<file path="src/qdw_consts.vh">
// constants for the queued dma write command engine
`ifndef QDW_CONSTS_VH
`define QDW_CONSTS_VH

// fis kinds requested from the transport layer
`define QDW_FIS_NONE      2'h0
`define QDW_FIS_ACTIVATE  2'h1
`define QDW_FIS_REGISTER  2'h2

// status byte field positions in the register fis
`define QDW_STS_ERR_BIT   0
`define QDW_STS_DRQ_BIT   3
`define QDW_STS_BSY_BIT   7

// reset values
`define QDW_STS_RST       8'h00
`define QDW_ERR_RST       8'h00
`define QDW_CNT_RST       24'h000000

// receive buffer geometry and dword counter width
`define QDW_BUF_WIDTH     32
`define QDW_BUF_DEPTH     4
`define QDW_CNT_WIDTH     24

`endif

</file>
<file path="src/qdw_fifo.v">
// small synchronous fifo for received data dwords
`timescale 1ns/100ps
`default_nettype none

module qdw_fifo
#(
  parameter WIDTH = 32,
  parameter DEPTH = 4,
  parameter AW    = 2
)
(
  // clock and reset
  input  wire             clk_i,
  input  wire             rst_n_i,
  // fill side
  input  wire             in_valid_i,
  output wire             in_ready_o,
  input  wire [WIDTH-1:0] in_data_i,
  // drain side
  output wire             out_valid_o,
  input  wire             out_ready_i,
  output wire [WIDTH-1:0] out_data_o,
  // level
  output wire             empty_o
);

  reg [WIDTH-1:0] mem_q [0:DEPTH-1];
  reg [AW-1:0]    wr_q;
  reg [AW-1:0]    rd_q;
  reg [AW:0]      cnt_q;
  wire            push;
  wire            pop;

  // full and empty come straight from the occupancy count
  assign in_ready_o  = (cnt_q != DEPTH[AW:0]);
  assign out_valid_o = (cnt_q != {(AW+1){1'b0}});
  assign empty_o     = ~out_valid_o;
  assign push        = in_valid_i & in_ready_o;
  assign pop         = out_valid_o & out_ready_i;
  assign out_data_o  = mem_q[rd_q];

  // storage needs no reset, only the pointers and the count do
  always @(posedge clk_i)
  begin
    if (push)
      mem_q[wr_q] <= in_data_i;
  end

  // pointers wrap at depth, which must be a power of two
  always @(posedge clk_i)
  begin
    if (!rst_n_i)
    begin
      wr_q  <= {AW{1'b0}};
      rd_q  <= {AW{1'b0}};
      cnt_q <= {(AW+1){1'b0}};
    end
    else
    begin
      if (push)
        wr_q <= wr_q + {{(AW-1){1'b0}}, 1'b1};
      if (pop)
        rd_q <= rd_q + {{(AW-1){1'b0}}, 1'b1};
      if (push & ~pop)
        cnt_q <= cnt_q + {{AW{1'b0}}, 1'b1};
      else if (pop & ~push)
        cnt_q <= cnt_q - {{AW{1'b0}}, 1'b1};
    end
  end

endmodule // qdw_fifo

`default_nettype wire

</file>
<file path="src/qdw_xfer_cnt.v">
// dword counter that tracks received data against the requested length
`timescale 1ns/100ps
`default_nettype none

module qdw_xfer_cnt
#(
  parameter CW = 24
)
(
  // clock and reset
  input  wire          clk_i,
  input  wire          rst_n_i,
  // control
  input  wire          load_i,
  input  wire [CW-1:0] total_i,
  input  wire          inc_i,
  // result
  output wire          done_o,
  output wire [CW-1:0] count_o
);

  reg [CW-1:0] total_q;
  reg [CW-1:0] count_q;

  // done once every requested dword has been taken; overruns stay done
  assign done_o  = (count_q >= total_q);
  assign count_o = count_q;

  // load restarts the count for a new command
  always @(posedge clk_i)
  begin
    if (!rst_n_i)
    begin
      total_q <= {CW{1'b0}};
      count_q <= {CW{1'b0}};
    end
    else if (load_i)
    begin
      total_q <= total_i;
      count_q <= {CW{1'b0}};
    end
    else if (inc_i && count_q != {CW{1'b1}})
      count_q <= count_q + {{(CW-1){1'b0}}, 1'b1};
  end

endmodule // qdw_xfer_cnt

`default_nettype wire

</file>
<file path="src/qdw_top.v">
// command-layer engine for the queued dma write command class
`timescale 1ns/100ps
`default_nettype none
`include "qdw_consts.vh"

module qdw_top
#(
  parameter DATA_W = `QDW_BUF_WIDTH,
  parameter DEPTH  = `QDW_BUF_DEPTH,
  parameter CNT_W  = `QDW_CNT_WIDTH
)
(
  // clock and reset
  input  wire              CLK_I,
  input  wire              RST_N_I,
  // command from the command decoder
  input  wire              CMD_VALID_I,
  output wire              CMD_READY_O,
  input  wire [CNT_W-1:0]  CMD_DWORDS_I,
  input  wire [7:0]        CMD_STATUS_I,
  input  wire [7:0]        CMD_ERROR_I,
  // device conditions
  input  wire              ACCEPT_READY_I,
  input  wire              ABORT_I,
  input  wire              REL_INT_EN_I,
  // fis transmit request to the transport layer
  output wire              TX_REQ_O,
  output wire [1:0]        TX_TYPE_O,
  output wire              TX_BUS_RELEASE_FLAG_O,
  output wire              TX_INT_O,
  output wire [7:0]        TX_STATUS_O,
  output wire [7:0]        TX_ERROR_O,
  input  wire              TX_DONE_I,
  // data fis payload from the transport layer
  input  wire              RX_VALID_I,
  output wire              RX_READY_O,
  input  wire [DATA_W-1:0] RX_DATA_I,
  input  wire              RX_LAST_I,
  // received data towards the media buffer
  output wire              BUF_VALID_O,
  input  wire              BUF_READY_I,
  output wire [DATA_W-1:0] BUF_DATA_O,
  // engine state
  output wire              BUSY_O,
  output wire [2:0]        STATE_O,
  output wire [CNT_W-1:0]  DWORD_COUNT_O
);

  // state codes
  localparam [2:0] device_idle_state         = 3'h0;
  localparam [2:0] queued_write_decide_state = 3'h1;
  localparam [2:0] activate_send_state       = 3'h2;
  localparam [2:0] data_receive_state        = 3'h3;
  localparam [2:0] buffer_prepare_state      = 3'h4;
  localparam [2:0] status_send_state         = 3'h5;
  localparam [2:0] release_send_state        = 3'h6;

  localparam FIFO_AW = (DEPTH <= 2) ? 1 : (DEPTH <= 4) ? 2 : (DEPTH <= 8) ? 3 : 4;

  reg  [2:0]       state_q;
  reg  [2:0]       state_d;
  reg  [7:0]       sts_q;
  reg  [7:0]       sts_d;
  reg  [7:0]       err_q;
  reg  [7:0]       err_d;
  reg              abort_pend_q;
  reg              abort_pend_d;
  reg  [1:0]       tx_type_q;
  reg  [1:0]       tx_type_d;
  reg              tx_rel_q;
  reg              tx_rel_d;
  reg              tx_int_q;
  reg              tx_int_d;
  wire             fifo_in_ready;
  wire             fifo_empty;
  wire             rx_push;
  wire             cnt_done;
  wire             cmd_take;

  // true in the states that hold a fis request open
  function is_send_state;
    input [2:0] st;
    begin
      is_send_state = (st == activate_send_state) || (st == status_send_state) ||
                      (st == release_send_state);
    end
  endfunction

  // status byte for completion: error bit forced on abort, busy and drq cleared
  function [7:0] completion_status;
    input [7:0] base;
    input       aborted;
    reg   [7:0] v;
    begin
      v = base;
      v[`QDW_STS_BSY_BIT] = 1'b0;
      v[`QDW_STS_DRQ_BIT] = 1'b0;
      if (aborted)
        v[`QDW_STS_ERR_BIT] = 1'b1;
      completion_status = v;
    end
  endfunction

  // handshakes are combinational, fis fields come from flops
  assign cmd_take    = CMD_VALID_I && (state_q == device_idle_state);
  assign CMD_READY_O = (state_q == device_idle_state);
  assign TX_REQ_O    = is_send_state(state_q);
  assign TX_TYPE_O   = tx_type_q;
  assign TX_BUS_RELEASE_FLAG_O = tx_rel_q;
  assign TX_INT_O    = tx_int_q;
  assign TX_STATUS_O = sts_q;
  assign TX_ERROR_O  = err_q;
  assign BUSY_O      = (state_q != device_idle_state);
  assign STATE_O     = state_q;

  // data is only taken while a data fis is expected, so none moves outside a transfer
  assign RX_READY_O = (state_q == data_receive_state) && fifo_in_ready;
  assign rx_push    = RX_VALID_I && RX_READY_O;

  // next-state logic
  always @*
  begin
    state_d      = state_q;
    sts_d        = sts_q;
    err_d        = err_q;
    abort_pend_d = abort_pend_q;
    case (state_q)
      device_idle_state:
      begin
        if (cmd_take)
        begin
          state_d      = queued_write_decide_state;
          sts_d        = CMD_STATUS_I;
          err_d        = CMD_ERROR_I;
          abort_pend_d = 1'b0;
        end
      end
      queued_write_decide_state:
      begin
        // an abort outranks readiness: a command aborted here moves no data
        if (ABORT_I)
        begin
          state_d = status_send_state;
          sts_d   = completion_status(sts_q, 1'b1);
        end
        else if (ACCEPT_READY_I)
          state_d = activate_send_state;
        else
          state_d = release_send_state;
      end
      activate_send_state:
      begin
        if (TX_DONE_I)
          state_d = data_receive_state;
      end
      data_receive_state:
      begin
        // an error mid-fis is held and acted on once the fis is complete
        if (ABORT_I)
          abort_pend_d = 1'b1;
        if (rx_push && RX_LAST_I)
          state_d = buffer_prepare_state;
      end
      buffer_prepare_state:
      begin
        // no release path exists from here; the transfer runs to status
        if (abort_pend_q || ABORT_I)
        begin
          state_d      = status_send_state;
          sts_d        = completion_status(sts_q, 1'b1);
          abort_pend_d = 1'b0;
        end
        else if (cnt_done && fifo_empty)
        begin
          state_d = status_send_state;
          sts_d   = completion_status(sts_q, 1'b0);
        end
        else if (!cnt_done && ACCEPT_READY_I)
          state_d = activate_send_state;
      end
      status_send_state:
      begin
        if (TX_DONE_I)
          state_d = device_idle_state;
      end
      release_send_state:
      begin
        if (TX_DONE_I)
          state_d = device_idle_state;
      end
      default:
        state_d = device_idle_state;
    endcase
  end

  // fis fields follow the state being entered so they are stable with the request
  always @*
  begin
    tx_type_d = `QDW_FIS_NONE;
    tx_rel_d  = 1'b0;
    tx_int_d  = 1'b0;
    case (state_d)
      activate_send_state:
        tx_type_d = `QDW_FIS_ACTIVATE;
      status_send_state:
      begin
        tx_type_d = `QDW_FIS_REGISTER;
        tx_int_d  = 1'b1;
      end
      release_send_state:
      begin
        tx_type_d = `QDW_FIS_REGISTER;
        tx_rel_d  = 1'b1;
        tx_int_d  = (state_q == release_send_state) ? tx_int_q : REL_INT_EN_I;
      end
      default:
        tx_type_d = `QDW_FIS_NONE;
    endcase
  end

  // state and field registers
  always @(posedge CLK_I)
  begin
    if (!RST_N_I)
    begin
      state_q      <= device_idle_state;
      sts_q        <= `QDW_STS_RST;
      err_q        <= `QDW_ERR_RST;
      abort_pend_q <= 1'b0;
      tx_type_q    <= `QDW_FIS_NONE;
      tx_rel_q     <= 1'b0;
      tx_int_q     <= 1'b0;
    end
    else
    begin
      state_q      <= state_d;
      sts_q        <= sts_d;
      err_q        <= err_d;
      abort_pend_q <= abort_pend_d;
      tx_type_q    <= tx_type_d;
      tx_rel_q     <= tx_rel_d;
      tx_int_q     <= tx_int_d;
    end
  end

  // received dwords are counted against the command's length
  qdw_xfer_cnt
  #(
    .CW (CNT_W)
  )
  u_cnt
  (
    .clk_i   (CLK_I),
    .rst_n_i (RST_N_I),
    .load_i  (cmd_take),
    .total_i (CMD_DWORDS_I),
    .inc_i   (rx_push),
    .done_o  (cnt_done),
    .count_o (DWORD_COUNT_O)
  );

  // buffer stalls the transport layer when the media side is slow
  qdw_fifo
  #(
    .WIDTH (DATA_W),
    .DEPTH (DEPTH),
    .AW    (FIFO_AW)
  )
  u_fifo
  (
    .clk_i       (CLK_I),
    .rst_n_i     (RST_N_I),
    .in_valid_i  (RX_VALID_I && (state_q == data_receive_state)),
    .in_ready_o  (fifo_in_ready),
    .in_data_i   (RX_DATA_I),
    .out_valid_o (BUF_VALID_O),
    .out_ready_i (BUF_READY_I),
    .out_data_o  (BUF_DATA_O),
    .empty_o     (fifo_empty)
  );

endmodule // qdw_top

`default_nettype wire

</file>
<file path="config.mk">
export PLATFORM = sky130hd
export DESIGN_NAME = qdw_top
export DESIGN_NICKNAME = d
export VERILOG_FILES = /design/src/qdw_fifo.v /design/src/qdw_xfer_cnt.v /design/src/qdw_top.v
export VERILOG_INCLUDE_DIRS = /design/src /design/src/src
export SDC_FILE = /design/constraint.sdc
export NUM_CORES = 1
export LEC_CHECK = 0
export ABC_AREA = 1
export BUFFER_PORTS_ARGS = -buffer_cell sky130_fd_sc_hd__buf_2
export CAP_MARGIN = 5
export CORE_MARGIN = 2
export CORE_UTILIZATION = 56
export CTS_CLUSTER_SIZE = 12
export DETAILED_ROUTE_END_ITERATION = 8
export PLACE_DENSITY = 0.8
export SYNTH_ARGS = -nofsm -noshare
export SYNTH_HDL_FRONTEND = slang
export SYNTH_HIERARCHICAL = 1
export SYNTH_SLANG_ARGS = --single-unit
</file>
<file path="constraint.sdc">
create_clock -name CLK_I -period 3.1 [get_ports CLK_I]
set_input_delay 0.155 -clock CLK_I [delete_from_list [all_inputs] [get_ports CLK_I]]
set_output_delay 0.155 -clock CLK_I [all_outputs]
set_load 0.05 [all_outputs]
</file>
# Word level (Yosys, flattened, before mapping)
# Memory sizes are Yosys's and may differ from the RTL's. A register that Yosys moved wholly into a read port is not among the register bits.
# Index checks and enable logic that the tools add are counted.
# op_classes
reduce_logical,26
n_lt_le_gt_ge,1
addsub,5
mux,29
eq_ne,17
bitwise_logic,10
# ops
cell,n
two-way mux 3 bit,11
two-way mux 8 bit,4
adder 24 x 1 -> 24 bit (second input constant),1
greater-or-equal comparator 24 bit,1
!= test 24 bit (second input constant),1
case mux 8 bit (3 select lines),1
case mux 3 bit (6 select lines),1
AND reduction 4 bit,4
equality test 3 bit (second input constant),5
nonzero test 3 bit,4
equality test 3 x 2 -> 1 bit (second input constant),3
logical AND 1 bit,8
!= test 2 bit (second input constant),4
two-way mux 1 bit,7
!= test 3 bit (second input constant),2
inverter 1 bit,6
OR reduction 2 bit,3
adder 2 x 1 -> 2 bit (second input constant),2
AND 1 bit,4
two-way mux 2 bit,2
case mux 2 bit (2 select lines),1
adder 3 x 1 -> 3 bit (second input constant),1
equality test 3 x 1 -> 1 bit (second input constant),1
logical NOT 3 bit,1
8 further kinds,10
# totals
ram_bits,128
word_cells,103
output_inout_bits,84
memories,1
regBits,79
# memory_table
name,words,word_bits,read_ports,rd_clocked_by_memory_dff,wr,line_no,source
u_fifo.mem_q,4,32,1,1,1,qdw_fifo.v:27,reg [WIDTH-1:0] mem_q [0:DEPTH-1];

# Longest topological paths before layout
# logic_depth
depth_word,10
ltp_mapped,17
ltp_nobuf,17

# By module
# The synthesis kept the hierarchy.
# by_module_without_submodules
mod,n_inst,cells_per_inst,area_each_um2
qdw_fifo,1,378,5293.8
qdw_xfer_cnt,1,414,2877.8
qdw_top,1,168,1152.4

# Least setup slack after synthesis
# OpenSTA, ideal clock, no wires.
# synth_path
path_kind,reg-to-reg
startpoint,register state_q[1] (netlist: STATE_O[1])
endpoint,"memory u_fifo.mem_q[1][0], enable pin"
path_buffers,1
t_arrival_ns,2.753
setup_time_ns,0.421
path_stages_with_launch,6
slack_ns,-0.074
required_time_ns,2.679
cell_sequence,dfxtp_1 buf_2 nand3_1 nor2_1 nand2_4 nor2_1
# synth_via
elab_chain_cells,5
# synth_lines
element,line_no,source
"start, declared",qdw_top.v:60,reg [2:0] state_q;
"start signal, assigned",qdw_top.v:226,state_q <= device_idle_state;
"start signal, assigned",qdw_top.v:236,state_q <= state_d;
equality test 3 x 2 -> 1 bit,qdw_top.v:273,".in_valid_i (RX_VALID_I && (state_q == data_receive_state)),"
logical AND 1 bit,qdw_top.v:273,
AND 1 bit,qdw_fifo.v:38,assign push = in_valid_i & in_ready_o;
two-way mux 1 bit,qdw_fifo.v:45,if (push)
two-way mux 1 bit (not written as such),qdw_fifo.v:46,mem_q[wr_q] <= in_data_i;
"end, declared",qdw_fifo.v:27,
# No other way between the ends.

==> flow_summary.yaml <==
clocking:
  ctsHoldBuffers: 74
  cts_root_buf: "clkbuf_16"
  clk_latency_ns: 0.50
  cts_sinks: 209
  cts-htree-levels: 1
  ctsResizeCount: 0
  cts_buffers: 22
  cts_tree: "built"
  cts_setup_buffers: 0
  clk_pin_slew_ns: 0.06
  clockBufferDepth: 3
layout:
  final_util_pct: 71.2
  final_cell_mix: "165 x buf_2, 140 x nor2_1, 130 x nand2_1, 128 x edfxtp_1, 80 x dfxtp_1"
  final_common_cell: "buf_2"
  fin_area_um2: 11700
  syn_to_final_growth_pct: 25.2
  num-nets-final: 1311
  fill_cells: 1180
  drive_gt1_share_pct: 21.0
  n_antenna_cell: 0
synthesis:
  ys_seq_area_share_pct: 58.6
  ys_seq_elements: 209
  async_flop_share_pct: 0
  synth.area.top_cells: "edfxtp_1 41%, dfxtp_1 17%, nor2_1 5.8%"
  synth_ff_type: "edfxtp_1"
  yosysTopAreaCellShare_pct: 41.2
  synth.distinct_cells: 36
  muxShareOfSynthArea_pct: 0
  synth_warnings: 6
  synth_area_um2: 9320
  synth-xor-area-share_pct: 0.0939
  synth_top_family_by_area: "simple AND/OR/NAND/NOR gates"
  postSynthCellCount: 960
  synthesis.nets: 1073
  synth_compound_area_share_pct: 12.2
  postSynthAreaPerCell_um2: 9.71
  synthAdderAreaFrac_pct: 4.24
  synthSimpleGateAreaFrac_pct: 18.7
  synth_top_area_cell: "edfxtp_1"
  synth-edff-count: 128
worst_setup_path:
  crit_chain: "buf_4, inv_2, buf_4, o21ai_0, o22ai_1, buf_2"
  crit_path_start_kind: "flop"
  r2r-start: "STATE_O[2]$_SDFF_PN0_"
  end_kind: "primary output"
  path_max_fanout: 32
  reg2reg_depth: 7
  regToRegSetupSlack_ns: 0.77
  crit_top_cell: "buf_4"
  worst-path-buf-inv: 4
  r2r_end: "u_cnt/total_q[11]$_SDFFE_PN0P_"
  arrival_ns: 2.37
  max_stage_delay_ns: 0.46
  required_ns: 2.94
  critPathTopFamily: "buffers and inverters"
  path_class: "flop to primary output"
  slowest_stage: "dfxtp_1"
die:
  die_w_um: 133
  die_h_um: 133
  die_area_um2: 17700
  core_um2: 16400
  num_io_pins: 166
  initial_core_util_pct: 56.8
  rows: 47
global_route:
  grt_pass1_vias: 7461
  grt_pass1_wl_mm: 37.0
  antenna_found_initial: 0
  grt_max_degree: 65
  gr-total-overflow: 0
  grt_usage_pct: 25.9
place:
  pre_cts_ws_ns: 0.797
  io_buffers: 165
  dpl.hpwl_mm: 13.7
  gp_congestion: 0.861
  dpl_cell_area_um2: 10300
detailed_routing:
  vias_per_cell: 5.45
  drtAntennaViolNets: 0
  num_vias: 7820
  wirelength_mm: 23.4
  wl_per_cell_um: 16.3
  drt-initial-drc-count: 737
  dr.pass1.iters: 5
  post-route-drc-count: 0
pwr:
  p_leak_nw: 4.68
  peakVddDrop_uv: 606
  p_per_area_nw_per_um2: 756
sta:
  finalWorstSetupSlack_ns: 0.579
  rsz0062_at_grt: "no"
  fin_skew_ns: 0.00998
  period_minus_slack_ns: 2.52
  slew_viol_final: 0
  setup_tns_ns: 0
  setup_viol: 0
  hold_violations: 0
  fmax_mhz: 397
  timing.hold.ws_ns: 0.0735
  worstMarginPinSlew_ns: 0.538
  max_slew_margin_pct: 63.9
  fin_crit_sh_pct: 81.3
outcome:
  status: "finished, final reports clean"
flow_run:
  max_cap_viol_count: 0
min_path:
  hold_depth: 3
  hold_path.class: "input port to flop"
  holdPathEnd: "STATE_O[2]$_SDFF_PN0_"
  min_from: "RX_LAST_I"
[flip-flops by register name, summed over array words and instances (netlist names), named ones only]
name / flops
TX_ERROR_O: 8
u_fifo/mem_q: 128
u_cnt/total_q: 24
abort_pend_q: 1
u_fifo/wr_q: 2
TX_STATUS_O: 8
u_cnt/count_o: 24
TX_BUS_RELEASE_FLAG_O: 1
TX_TYPE_O: 2
u_fifo/rd_q: 2
STATE_O: 3
u_fifo/cnt_q: 3
TX_INT_O: 1
[tightest hold or removal path: stages]
cell,delay (ns)
buf_2,0.12
nand4_2,0.12
a31oi_1,0.11
[power by group]
part / total [mW] / switching, mW / internal [mW]
registers: 3.31 / 0.164 / 3.15
logic: 3.10 / 2.31 / 0.792
clock network: 2.41 / 1.01 / 1.40
total: 8.82 / 3.48 / 5.34
[layer usage]
layer  track usage [%]  share of wire (%)  up-vias
met1              31.1                 39     3641
met3              5.59                8.4       34
li1                  -                  -     3793
met5                 0                  0        -
met2              47.1                 50      352
met4              7.17                1.8        0
[per-stage QoR]
stage / total power [mW] / cells
floorplan: 5.73 / 960
global placement: 6.25 / 1320
detailed placement: 6.31 / 1320
CTS: 8.79 / 1434
global route: 9.22 / 1434
finish: 8.82 / 1434
[Yosys cell counts (2+ instances only)]
| library cell | count |
|---|---|
| nand4_2 | 2 |
| o21ai_1 | 30 |
| nor2_4 | 8 |
| buf_4 | 4 |
| inv_2 | 6 |
| buf_2 | 12 |
| o21ai_0 | 68 |
| nand3b_1 | 5 |
| nand3_1 | 48 |
| nor3_1 | 11 |
| a21oi_1 | 78 |
| nand3_2 | 4 |
| nand2_2 | 9 |
| nand4_1 | 12 |
| ha_1 | 30 |
| nand2_1 | 130 |
| a31oi_1 | 4 |
| o22ai_1 | 32 |
| dfxtp_1 | 81 |
| nor2_2 | 5 |
| clkbuf_1 | 10 |
| nor2_1 | 144 |
| inv_1 | 73 |
| o21a_1 | 2 |
| buf_6 | 11 |
| nand2_4 | 4 |
| edfxtp_1 | 128 |
[worst max path at each step]
stage / cells after the start / slack (ns) / start / end
2_1_floorplan: 5 / -0.07 / STATE_O[1]$_SDFF_PN0_ / u_fifo/mem_q[1][0]$_DFFE_PP_
3_3_place_gp: 15 / 0.91 / u_cnt/count_o[15]$_SDFFE_PP0P_ / TX_TYPE_O[1]$_SDFF_PN0_
3_5_place_dp: 13 / 0.80 / STATE_O[1]$_SDFF_PN0_ / u_fifo/cnt_q[2]$_SDFFE_PN0P_
4_1_cts: 6 / 0.64 / flop / BUF_DATA_O[20]
5_1_grt: 6 / 0.47 / flop / BUF_DATA_O[1]
6_report: 6 / 0.58 / flop / BUF_DATA_O[1]
[logic make-up (layout without fill, tap and decap cells)]
| logic type | after synthesis | count (layout) |
|---|---|---|
| flip-flops | 209 | 209 |
| AND/OR/NAND/NOR | 384 | 384 |
| XOR/XNOR | 1 | 1 |
| buffers and inverters | 119 | 373 |
| adder cells (fa/ha/maj) | 31 | 31 |
| AO/OA/AOI/OAI | 216 | 216 |
[final cells by class]
cell class	count	area, um^2	share of cell area, %
Timing Repair Buffer	251	1660	14.2
Sequential cell	209	5470	46.8
Multi-Input combinational cell	632	3300	28.3
Clock buffer	36	638	5.47
Tap cell	220	275	2.36
Clock inverter	4	20.0	0.171
Inverter	82	318	2.72
(Power assumes the default switching activity.)
